==> config.mk <==
export PLATFORM = sky130hd
export DESIGN_NAME = adcsel_top
export DESIGN_NICKNAME = d
export VERILOG_FILES = /design/src/rtl/adcsel_sar_core.v /design/src/rtl/adcsel_top.v
export VERILOG_INCLUDE_DIRS = /design/src /design/src/rtl
export SDC_FILE = /design/constraint.sdc
export NUM_CORES = 1
export LEC_CHECK = 0
export ABC_AREA = 1
export ABC_CLOCK_PERIOD_IN_PS = 3950
export CORE_ASPECT_RATIO = 0.75
export CORE_MARGIN = 2
export CORE_UTILIZATION = 45
export DETAILED_ROUTE_END_ITERATION = 8
export DONT_BUFFER_PORTS = 1
export GPL_TIMING_DRIVEN = 0
export PLACE_DENSITY = 0.65
export SLEW_MARGIN = 30
export SYNTH_ARGS = -nofsm -noshare
export SYNTH_HDL_FRONTEND = slang
export SYNTH_SLANG_ARGS = --single-unit
==> constraint.sdc <==
create_clock -name clk_i -period 3.95 [get_ports clk_i]
set_clock_uncertainty 0.05 [all_clocks]
set_input_delay 0.1975 -clock clk_i [delete_from_list [all_inputs] [get_ports clk_i]]
set_output_delay 0.1975 -clock clk_i [all_outputs]
set_load 0.05 [all_outputs]
==> src/rtl/adcsel_consts.vh <==
// Constants for the converter select buffer and sleep start block.
// Assumes inclusion by bare name from rtl/ sources; definitions only.
`ifndef ADCSEL_CONSTS_VH
`define ADCSEL_CONSTS_VH

// Register byte addresses on APB
`define ADCSEL_OFS_SELECT     12'h000
`define ADCSEL_OFS_CTRL       12'h004
`define ADCSEL_OFS_RESULT     12'h008
`define ADCSEL_OFS_ACTIVE     12'h00c

// Selection register fields
`define ADCSEL_CH_LSB         0
`define ADCSEL_CH_W           4
`define ADCSEL_REF_LSB        6
`define ADCSEL_REF_W          2
`define ADCSEL_SELECT_RST     8'h00
`define ADCSEL_SELECT_MASK    8'hcf

// Control/status register bits
`define ADCSEL_BIT_PS0        0
`define ADCSEL_BIT_IE         3
`define ADCSEL_BIT_DONE       4
`define ADCSEL_BIT_ATE        5
`define ADCSEL_BIT_START      6
`define ADCSEL_BIT_EN         7
`define ADCSEL_BIT_FREE       8
`define ADCSEL_BIT_IRQ        9
`define ADCSEL_CTRL_RST       10'h000

// Conversion lengths in converter clocks, and the full-scale result code
`define ADCSEL_CONV_NORMAL    5'd13
`define ADCSEL_CONV_FIRST     5'd25
`define ADCSEL_FULL_SCALE     10'h3ff

`endif

==> src/rtl/adcsel_sar_core.v <==
// Successive approximation sequencer: one compare step per converter clock.
// Assumes a comparator input cmp_i settled before each converter tick.
`timescale 1ns/10ps
`include "adcsel_consts.vh"
module adcsel_sar_core #(
    parameter BITS = 10
) (
    input  wire            clk_i,      // System clock
    input  wire            rst_n_i,    // Synchronised reset, active low
    input  wire            ce_i,       // Clock enable
    input  wire            clear_i,    // Abort, converter disabled
    input  wire            load_i,     // Start successive approximation
    input  wire            step_i,     // One converter clock tick
    input  wire            cmp_i,      // Comparator: input above trial level
    output wire [BITS-1:0] trial_o,    // Trial code to the DAC
    output reg  [BITS-1:0] code_o      // Code held after the last step
);
    reg [BITS-1:0] mask_reg;
    reg [BITS-1:0] acc_reg;

    assign trial_o = acc_reg | mask_reg;

    always @(posedge clk_i or negedge rst_n_i) begin
        if (!rst_n_i) begin
            mask_reg <= {BITS{1'b0}};
            acc_reg  <= {BITS{1'b0}};
            code_o   <= {BITS{1'b0}};
        end else if (ce_i) begin
            if (clear_i) begin
                mask_reg <= {BITS{1'b0}};
                acc_reg  <= {BITS{1'b0}};
            end else if (load_i) begin
                mask_reg <= {1'b1, {(BITS-1){1'b0}}};
                acc_reg  <= {BITS{1'b0}};
            end else if (step_i && mask_reg != {BITS{1'b0}}) begin
                // Input above every trial keeps all bits: full scale
                if (cmp_i) begin
                    acc_reg <= acc_reg | mask_reg;
                end
                mask_reg <= mask_reg >> 1;
                if (mask_reg[0]) begin
                    code_o <= cmp_i ? (acc_reg | mask_reg) : acc_reg;
                end
            end
        end
    end
endmodule

==> src/rtl/adcsel_top.v <==
// Converter control: selection buffering, conversion sequencing, sleep start.
// Assumes an APB master on clk_i and an analog front end driven by the outputs.
`timescale 1ns/10ps
`include "adcsel_consts.vh"

// Summary of operation
// - Software selection held in separate holding register
// - Enabled idle converter copies holding to active selection
// - Active selection frozen from conversion start
// - Copying resumes in final converter clock
// - Start begins at next converter clock edge
// - Safe-window selection applies to next conversion
// - Free-running: next conversion takes holding selection copied in final clock
// - Input above reference gives full scale
// - Sleep entry halting CPU starts a conversion only with IE set and ATE clear
// - Early wake still raises completion interrupt
// - CPU stays awake until next sleep
// - Deep sleep leaves converter enable untouched
// - Result and done flag update together
// - Start bit reads one while converting
module adcsel_top #(
    parameter BITS = 10,
    parameter PSW  = 3
) (
    input  wire            clk_i,          // System clock, 10 MHz
    input  wire            arst_n_i,       // Asynchronous reset, active low
    input  wire            ce_i,           // Clock enable, freezes state when low
    input  wire            psel_i,         // APB select
    input  wire            penable_i,      // APB enable
    input  wire            pwrite_i,       // APB write
    input  wire [11:0]     paddr_i,        // APB byte address
    input  wire [31:0]     pwdata_i,       // APB write data
    output wire            pready_o,       // APB ready
    output reg  [31:0]     prdata_o,       // APB read data
    output wire            pslverr_o,      // APB error, unmapped address
    input  wire            trigger_i,      // Auto-trigger source, same clock
    input  wire            sleep_halt_i,   // CPU halted in idle or noise sleep
    input  wire            cmp_i,          // Comparator result from front end
    output reg  [3:0]      input_channel_select_o,   // Active channel
    output reg  [1:0]      reference_source_select_o, // Active reference
    output wire [BITS-1:0] dac_code_o,     // Trial code to the DAC
    output reg             busy_o,         // Conversion in progress
    output reg             irq_o,          // Conversion complete request
    output reg             cpu_wake_o      // Wake pulse to sleep controller
);
    localparam ST_IDLE = 3'b001;
    localparam ST_WAIT = 3'b010;
    localparam ST_CONV = 3'b100;

    reg        rst_a_reg;
    reg        rst_n;
    reg [7:0]  holding_reg;
    reg        enable_reg;
    reg        ate_reg;
    reg        ie_reg;
    reg        done_reg;
    reg        free_reg;
    reg [2:0]  ps_reg;
    reg [PSW+4:0] presc_reg;
    reg [2:0]  state_reg;
    reg [4:0]  cnt_reg;
    reg        first_reg;
    reg        start_req_reg;
    reg        trig_d_reg;
    reg        halt_d_reg;
    reg        sleep_conv_reg;
    reg [BITS-1:0] result_reg;

    wire [BITS-1:0] sar_code;
    wire       wr;
    wire       rd;
    wire       tick;
    wire       last_tick;
    wire       mapped;
    wire       trig_edge;
    wire       sleep_start;
    wire [PSW+4:0] presc_mask;

    function is_mapped;
        input [11:0] a;
        begin
            is_mapped = (a == `ADCSEL_OFS_SELECT) || (a == `ADCSEL_OFS_CTRL) ||
                        (a == `ADCSEL_OFS_RESULT) || (a == `ADCSEL_OFS_ACTIVE);
        end
    endfunction

    always @(posedge clk_i or negedge arst_n_i) begin
        if (!arst_n_i) begin
            rst_a_reg <= 1'b0;
            rst_n     <= 1'b0;
        end else begin
            rst_a_reg <= 1'b1;
            rst_n     <= rst_a_reg;
        end
    end

    assign pready_o  = 1'b1;
    assign mapped    = is_mapped(paddr_i);
    assign pslverr_o = psel_i & penable_i & ~mapped;
    assign wr        = psel_i & penable_i & pwrite_i & mapped;
    assign rd        = psel_i & ~penable_i & ~pwrite_i;

    // Prescaled converter clock: divide by 2 to 2^(ps+1)
    assign presc_mask = (({{(PSW+4){1'b0}}, 1'b1} << ps_reg) << 1) -
                        {{(PSW+4){1'b0}}, 1'b1};
    assign tick = enable_reg &&
                  ((presc_reg & presc_mask) == {(PSW+5){1'b0}});
    assign last_tick  = tick && (state_reg == ST_CONV) && (cnt_reg == 5'd1);
    assign trig_edge  = trigger_i & ~trig_d_reg;
    assign sleep_start = sleep_halt_i & ~halt_d_reg & enable_reg & ~busy_o &
                         ~ate_reg & ie_reg;

    always @(posedge clk_i or negedge rst_n) begin
        if (!rst_n) begin
            presc_reg <= {(PSW+5){1'b0}};
        end else if (ce_i) begin
            if (!enable_reg || (ate_reg && trig_edge && !busy_o)) begin
                presc_reg <= {(PSW+5){1'b0}};
            end else begin
                presc_reg <= presc_reg + {{(PSW+4){1'b0}}, 1'b1};
            end
        end
    end

    always @(posedge clk_i or negedge rst_n) begin
        if (!rst_n) begin
            holding_reg <= `ADCSEL_SELECT_RST;
            enable_reg  <= 1'b0;
            ate_reg     <= 1'b0;
            ie_reg      <= 1'b0;
            free_reg    <= 1'b0;
            ps_reg      <= 3'h0;
        end else if (ce_i && wr) begin
            if (paddr_i == `ADCSEL_OFS_SELECT) begin
                holding_reg <= pwdata_i[7:0] & `ADCSEL_SELECT_MASK;
            end
            if (paddr_i == `ADCSEL_OFS_CTRL) begin
                // Deep sleep never touches this bit; only software or reset clears it
                enable_reg <= pwdata_i[`ADCSEL_BIT_EN];
                ate_reg    <= pwdata_i[`ADCSEL_BIT_ATE];
                ie_reg     <= pwdata_i[`ADCSEL_BIT_IE];
                free_reg   <= pwdata_i[`ADCSEL_BIT_FREE];
                ps_reg     <= pwdata_i[2:0];
            end
        end
    end

    always @(posedge clk_i or negedge rst_n) begin
        if (!rst_n) begin
            trig_d_reg <= 1'b0;
            halt_d_reg <= 1'b0;
        end else if (ce_i) begin
            trig_d_reg <= trigger_i;
            halt_d_reg <= sleep_halt_i;
        end
    end

    // Conversion sequencer
    always @(posedge clk_i or negedge rst_n) begin
        if (!rst_n) begin
            state_reg      <= ST_IDLE;
            cnt_reg        <= 5'd0;
            first_reg      <= 1'b1;
            start_req_reg  <= 1'b0;
            busy_o         <= 1'b0;
            done_reg       <= 1'b0;
            result_reg     <= {BITS{1'b0}};
            sleep_conv_reg <= 1'b0;
            irq_o          <= 1'b0;
            cpu_wake_o     <= 1'b0;
        end else if (ce_i) begin
            cpu_wake_o <= 1'b0;
            irq_o      <= done_reg & ie_reg;
            if (wr && paddr_i == `ADCSEL_OFS_CTRL && pwdata_i[`ADCSEL_BIT_DONE]) begin
                done_reg <= 1'b0;
            end
            if (!enable_reg) begin
                state_reg     <= ST_IDLE;
                busy_o        <= 1'b0;
                first_reg     <= 1'b1;
                start_req_reg <= 1'b0;
            end else begin
                case (state_reg)
                    ST_IDLE: begin
                        if ((wr && paddr_i == `ADCSEL_OFS_CTRL &&
                             pwdata_i[`ADCSEL_BIT_START]) || sleep_start ||
                            (ate_reg && trig_edge)) begin
                            state_reg      <= ST_WAIT;
                            busy_o         <= 1'b1;
                            sleep_conv_reg <= sleep_start;
                        end
                    end
                    ST_WAIT: begin
                        if (tick) begin
                            state_reg <= ST_CONV;
                            cnt_reg   <= first_reg ? `ADCSEL_CONV_FIRST
                                                   : `ADCSEL_CONV_NORMAL;
                            first_reg <= 1'b0;
                        end
                    end
                    ST_CONV: begin
                        if (tick) begin
                            cnt_reg <= cnt_reg - 5'd1;
                        end
                        if (last_tick) begin
                            result_reg <= sar_code;
                            done_reg   <= 1'b1;
                            cpu_wake_o <= sleep_conv_reg & ie_reg;
                            sleep_conv_reg <= 1'b0;
                            if (free_reg && ate_reg) begin
                                // Next conversion starts at once on the holding
                                // selection, latched at this same edge
                                cnt_reg <= `ADCSEL_CONV_NORMAL;
                            end else begin
                                state_reg <= ST_IDLE;
                                busy_o    <= 1'b0;
                            end
                        end
                    end
                    default: begin
                        state_reg <= ST_IDLE;
                        busy_o    <= 1'b0;
                    end
                endcase
            end
        end
    end

    // Active selection follows holding register on converter ticks, except mid-conversion
    always @(posedge clk_i or negedge rst_n) begin
        if (!rst_n) begin
            input_channel_select_o    <= 4'h0;
            reference_source_select_o <= 2'h0;
        end else if (ce_i && tick) begin
            if (state_reg != ST_CONV || cnt_reg == 5'd1) begin
                input_channel_select_o    <= holding_reg[`ADCSEL_CH_LSB +: `ADCSEL_CH_W];
                reference_source_select_o <= holding_reg[`ADCSEL_REF_LSB +: `ADCSEL_REF_W];
            end
        end
    end

    adcsel_sar_core #(
        .BITS (BITS)
    ) u_sar (
        .clk_i   (clk_i),
        .rst_n_i (rst_n),
        .ce_i    (ce_i),
        .clear_i (~enable_reg),
        // Free running restarts the approximation at the final tick
        .load_i  (tick && (state_reg == ST_WAIT ||
                           (last_tick && free_reg && ate_reg))),
        .step_i  (tick && state_reg == ST_CONV && cnt_reg <= 5'd11),
        .cmp_i   (cmp_i),
        .trial_o (dac_code_o),
        .code_o  (sar_code)
    );

    always @(posedge clk_i or negedge rst_n) begin
        if (!rst_n) begin
            prdata_o <= 32'h0000_0000;
        end else if (ce_i && rd) begin
            case (paddr_i)
                `ADCSEL_OFS_SELECT: prdata_o <= {24'h000000, holding_reg};
                `ADCSEL_OFS_CTRL:   prdata_o <= {22'h0, irq_o, free_reg,
                                                 enable_reg, busy_o, ate_reg,
                                                 done_reg, ie_reg, ps_reg};
                `ADCSEL_OFS_RESULT: prdata_o <= {{(32-BITS){1'b0}}, result_reg};
                `ADCSEL_OFS_ACTIVE: prdata_o <= {24'h000000,
                                                 reference_source_select_o, 2'b00,
                                                 input_channel_select_o};
                default:            prdata_o <= 32'h0000_0000;
            endcase
        end
    end
endmodule

==> key figures <==
Status
  – Status: complete, no violations

Timing
  – F_max: 0.395 GHz
  – Setup TNS: 0 ps
  – Final hold viol count: 0
  – Setup violators final: 0
  – Final period util: 0.641
  – Normalized max-slew margin: 0.407
  – Max-slew violation count: 0
  – Slew @ Worst Pin: 886 ps
  – Min Tclk post-route: 2530 ps
  – RSZ-0062 raised after global routing: false

Job
  – Maxcap violations: 0

Critical path
  – Setup crit end kind: flop
  – Reg-to-reg setup timing slack: 1420 ps
  – Worst-path maximum fanout: 10
  – WP data arrival: 2720 ps
  – CP Data Required Time: 4140 ps
  – Worst setup path class: flop to flop
  – Crit start category: flop

Place
  – Cells after DPL: 864
  – IO Port Bufs: 0
  – Placed Instance Area: 0.00566 mm2
  – Final Wtd Congestion: 0.895
  – Post-DP HPWL: 9.69 mm

Yosys
  – Sequential area share after synthesis: 0.446
  – Top_reg_cell synth: dfrtp_1
  – Seq cells post-synth: 95
  – Post-synth top area share: 0.436
  – Syn Area/Cell: 7.87 um2
  – Synthesized area: 0.00533 mm2
  – Asr flop ratio synth: 1.00
  – Synth area leader: dfrtp_1
  – Synthesized instance count: 678
  – YS warnings: 0
  – Cell variety after synth: 40
  – Post-synth EDFFs: 0
  – Top cells by area, synth: dfrtp_1 (44%), nand2_1 (11%), inv_1 (5.6%), nor2_1 (4.4%), nand3_2 (4.1%)

Clocking
  – TritonCTS buffer count: 9
  – Clock sinks: 95
  – TritonCTS clock tree: done
  – Root buf cell: clkbuf_16
  – H-tree depth: 3
  – Worst-path clk slew: 70 ps
  – Setup Buffers After CTS: 0
  – Clk Latency, worst-skew pair: 350 ps
  – Maximum clock path buffer count: 2

Floorplanning
  – Effective utilization at floorplan: 0.461
  – IO Pins: 106
  – Core footprint: 0.0116 mm2
  – Die Span X: 130 um
  – Die area: 0.0127 mm2
  – Num rows: 34
  – Die Ht: 98.3 um

Cells and area
  – NumNets Final: 782
  – Area growth, synth to finish: 13.6%
  – Commonest non-fill, non-tap cell in the layout: nand2_1
  – Fin cells: 891
  – Layout Cell Area excl Fill: 0.00606 mm2
  – N_diodes: 0
  – Commonest non-fill, non-tap cells in the layout: nand2_1 (150), dfrtp_1 (92), inv_1 (79), nor2_1 (62), o21ai_0 (39)
  – Share of layout cells above drive strength 1: 0.158

Power and ir drop
  – Power per cell area: 325 mW/mm2
  – Worst vdd ir: 0.199 mV
  – Leakage: 3.15 nW

Global route
  – Met3 global-route usage: 0.0504
  – GRT met2 Usage: 0.331
  – Remaining Overflow, GRT: 0
  – Initial antenna violation count: 0
  – Met1 Use GR: 0.294
  – Tot GR Track Use: 0.212
  – First-pass GRT wire length: 21.4 mm
  – Number of global-route vias before repair: 4325
  – Largest net degree at the start of global routing: 41
  – Busiest grt layer: met2

Drt
  – WL/cell: 14.4 um
  – Detailed Routing Iterations Pass 1: 5
  – Via count: 4521
  – Antenna Violating Nets Remaining: 0
  – Drt via density: 5.07
  – Drt total wl: 12.8 mm
  – # DRC: 0
  – Initial DRC count: 352

Worst hold path
  – Worst hold path type: primary input to asynchronous set/reset pin
[cell usage after synthesis, types with 3 or more instances]
cell and number:
nand2_1 150, dfrtp_1 93, inv_1 79, nor2_1 62, o21ai_0 39, nand4_1 32, a21oi_1 29, nand3_1 29
buf_4 27, nand3_2 22, o21ai_1 16, or2_2 11, nor3_1 9, o22ai_1 9, buf_2 8, clkbuf_1 8
buf_6 6, ha_1 5, nand2_2 5, nor2_2 4, nor2_4 4, clkinv_1 3, inv_2 3, nor4_1 3
o211ai_1 3
[final timing paths]
path / from / to / cells after the start
worst max-delay path: ps_reg[1]$_DFFE_PN0P_ / u_sar.acc_reg[8]$_DFFE_PN0P_ / 18
worst min-delay path: arst_n_i / rst_n$_DFF_PN0_ / 1
worst max register to register: ps_reg[1]$_DFFE_PN0P_ / u_sar.acc_reg[8]$_DFFE_PN0P_ / 18
worst min register to register: rst_n$_DFF_PN0_ / u_sar.acc_reg[6]$_DFFE_PN0P_ / 0
max in group asynchronous: rst_n$_DFF_PN0_ / first_reg$_DFFE_PN1P_ / 1
min in group clk_i: pwdata_i[4] / done_reg$_DFFE_PN0P_ / 3
[metrics by stage]
| stage | util | power [W] | setup WS, ps | hold WS [ps] |
|---|---|---|---|---|
| final | 0.524 | 0.00197 | 1420 | 26.7 |
| after global routing | 0.524 | 0.00204 | 1190 | 17.3 |
| after CTS | 0.524 | 0.00199 | 1390 | 13.2 |
| after detailed placement | 0.489 | 0.00113 | 1410 | -148 |
| after global placement | 0.486 | 0.00112 | -69.4 | -148 |
| after floorplan | - | 0.00111 | 1060 | -148 |
[report_power, final]
| part | switching (W) | leakage, nW | total, W | internal (W) |
|---|---|---|---|---|
| clock network | 0.000409 | 0.144 | 0.000850 | 0.000440 |
| registers | 0.00000565 | 1.23 | 0.000982 | 0.000976 |
| logic | 0.0000994 | 1.78 | 0.000136 | 0.0000363 |
[area by class of cell]
type                    instances  area, um2
plain buffers                  50        344
clock buffers                   9        225
clock inverters                 7       62.6
fillers                      1127       5510
inverters                      86        325
multi-input cells             469       2370
flip-flops and latches         95       2380
well taps                     162        203
repair buffers                 13        150
[worst max-delay path, cell delays in order, from the launching register on]
cell     delay, ps
dfrtp_1        380
buf_6          140
nor2_4         130
nand2_2         90
ha_1           290
inv_1           50
nand2_1         70
nand2_1         50
nor2_1         110
nand3_2         90
nor2_4         140
nand3_4        120
nor2_4         150
nand3_2        100
nand2_1         80
nand2_2         90
buf_6          170
nand3_2         60
nand2_1         60
[routing by layer]
layer  routed length, um  vias up
met4                 219        0
met2                5690      136
li1                    -     2252
met3                 787       22
met5                   0        -
met1                6140     2111
[cell families (layout without fill, tap and decap cells)]
family / count (synthesis) / after routing / share of synthesized area
simple gates: 335 / 335 / 0.308
buf+inv: 136 / 165 / 0.125
compound gates: 102 / 102 / 0.102
flops: 95 / 95 / 0.446
fa+ha+maj: 5 / 5 / 0.0117
xor+xnor: 3 / 3 / 0.00493
other cells: 2 / 24 / 0.00141
[timing repair]
item	4_1_cts	5_1_grt
hold endpoints to repair	16	0
endpoints found under the setup margin	0	0
gates resized for setup	0	0
hold buffers	11	0
(Power assumes the default switching activity.)
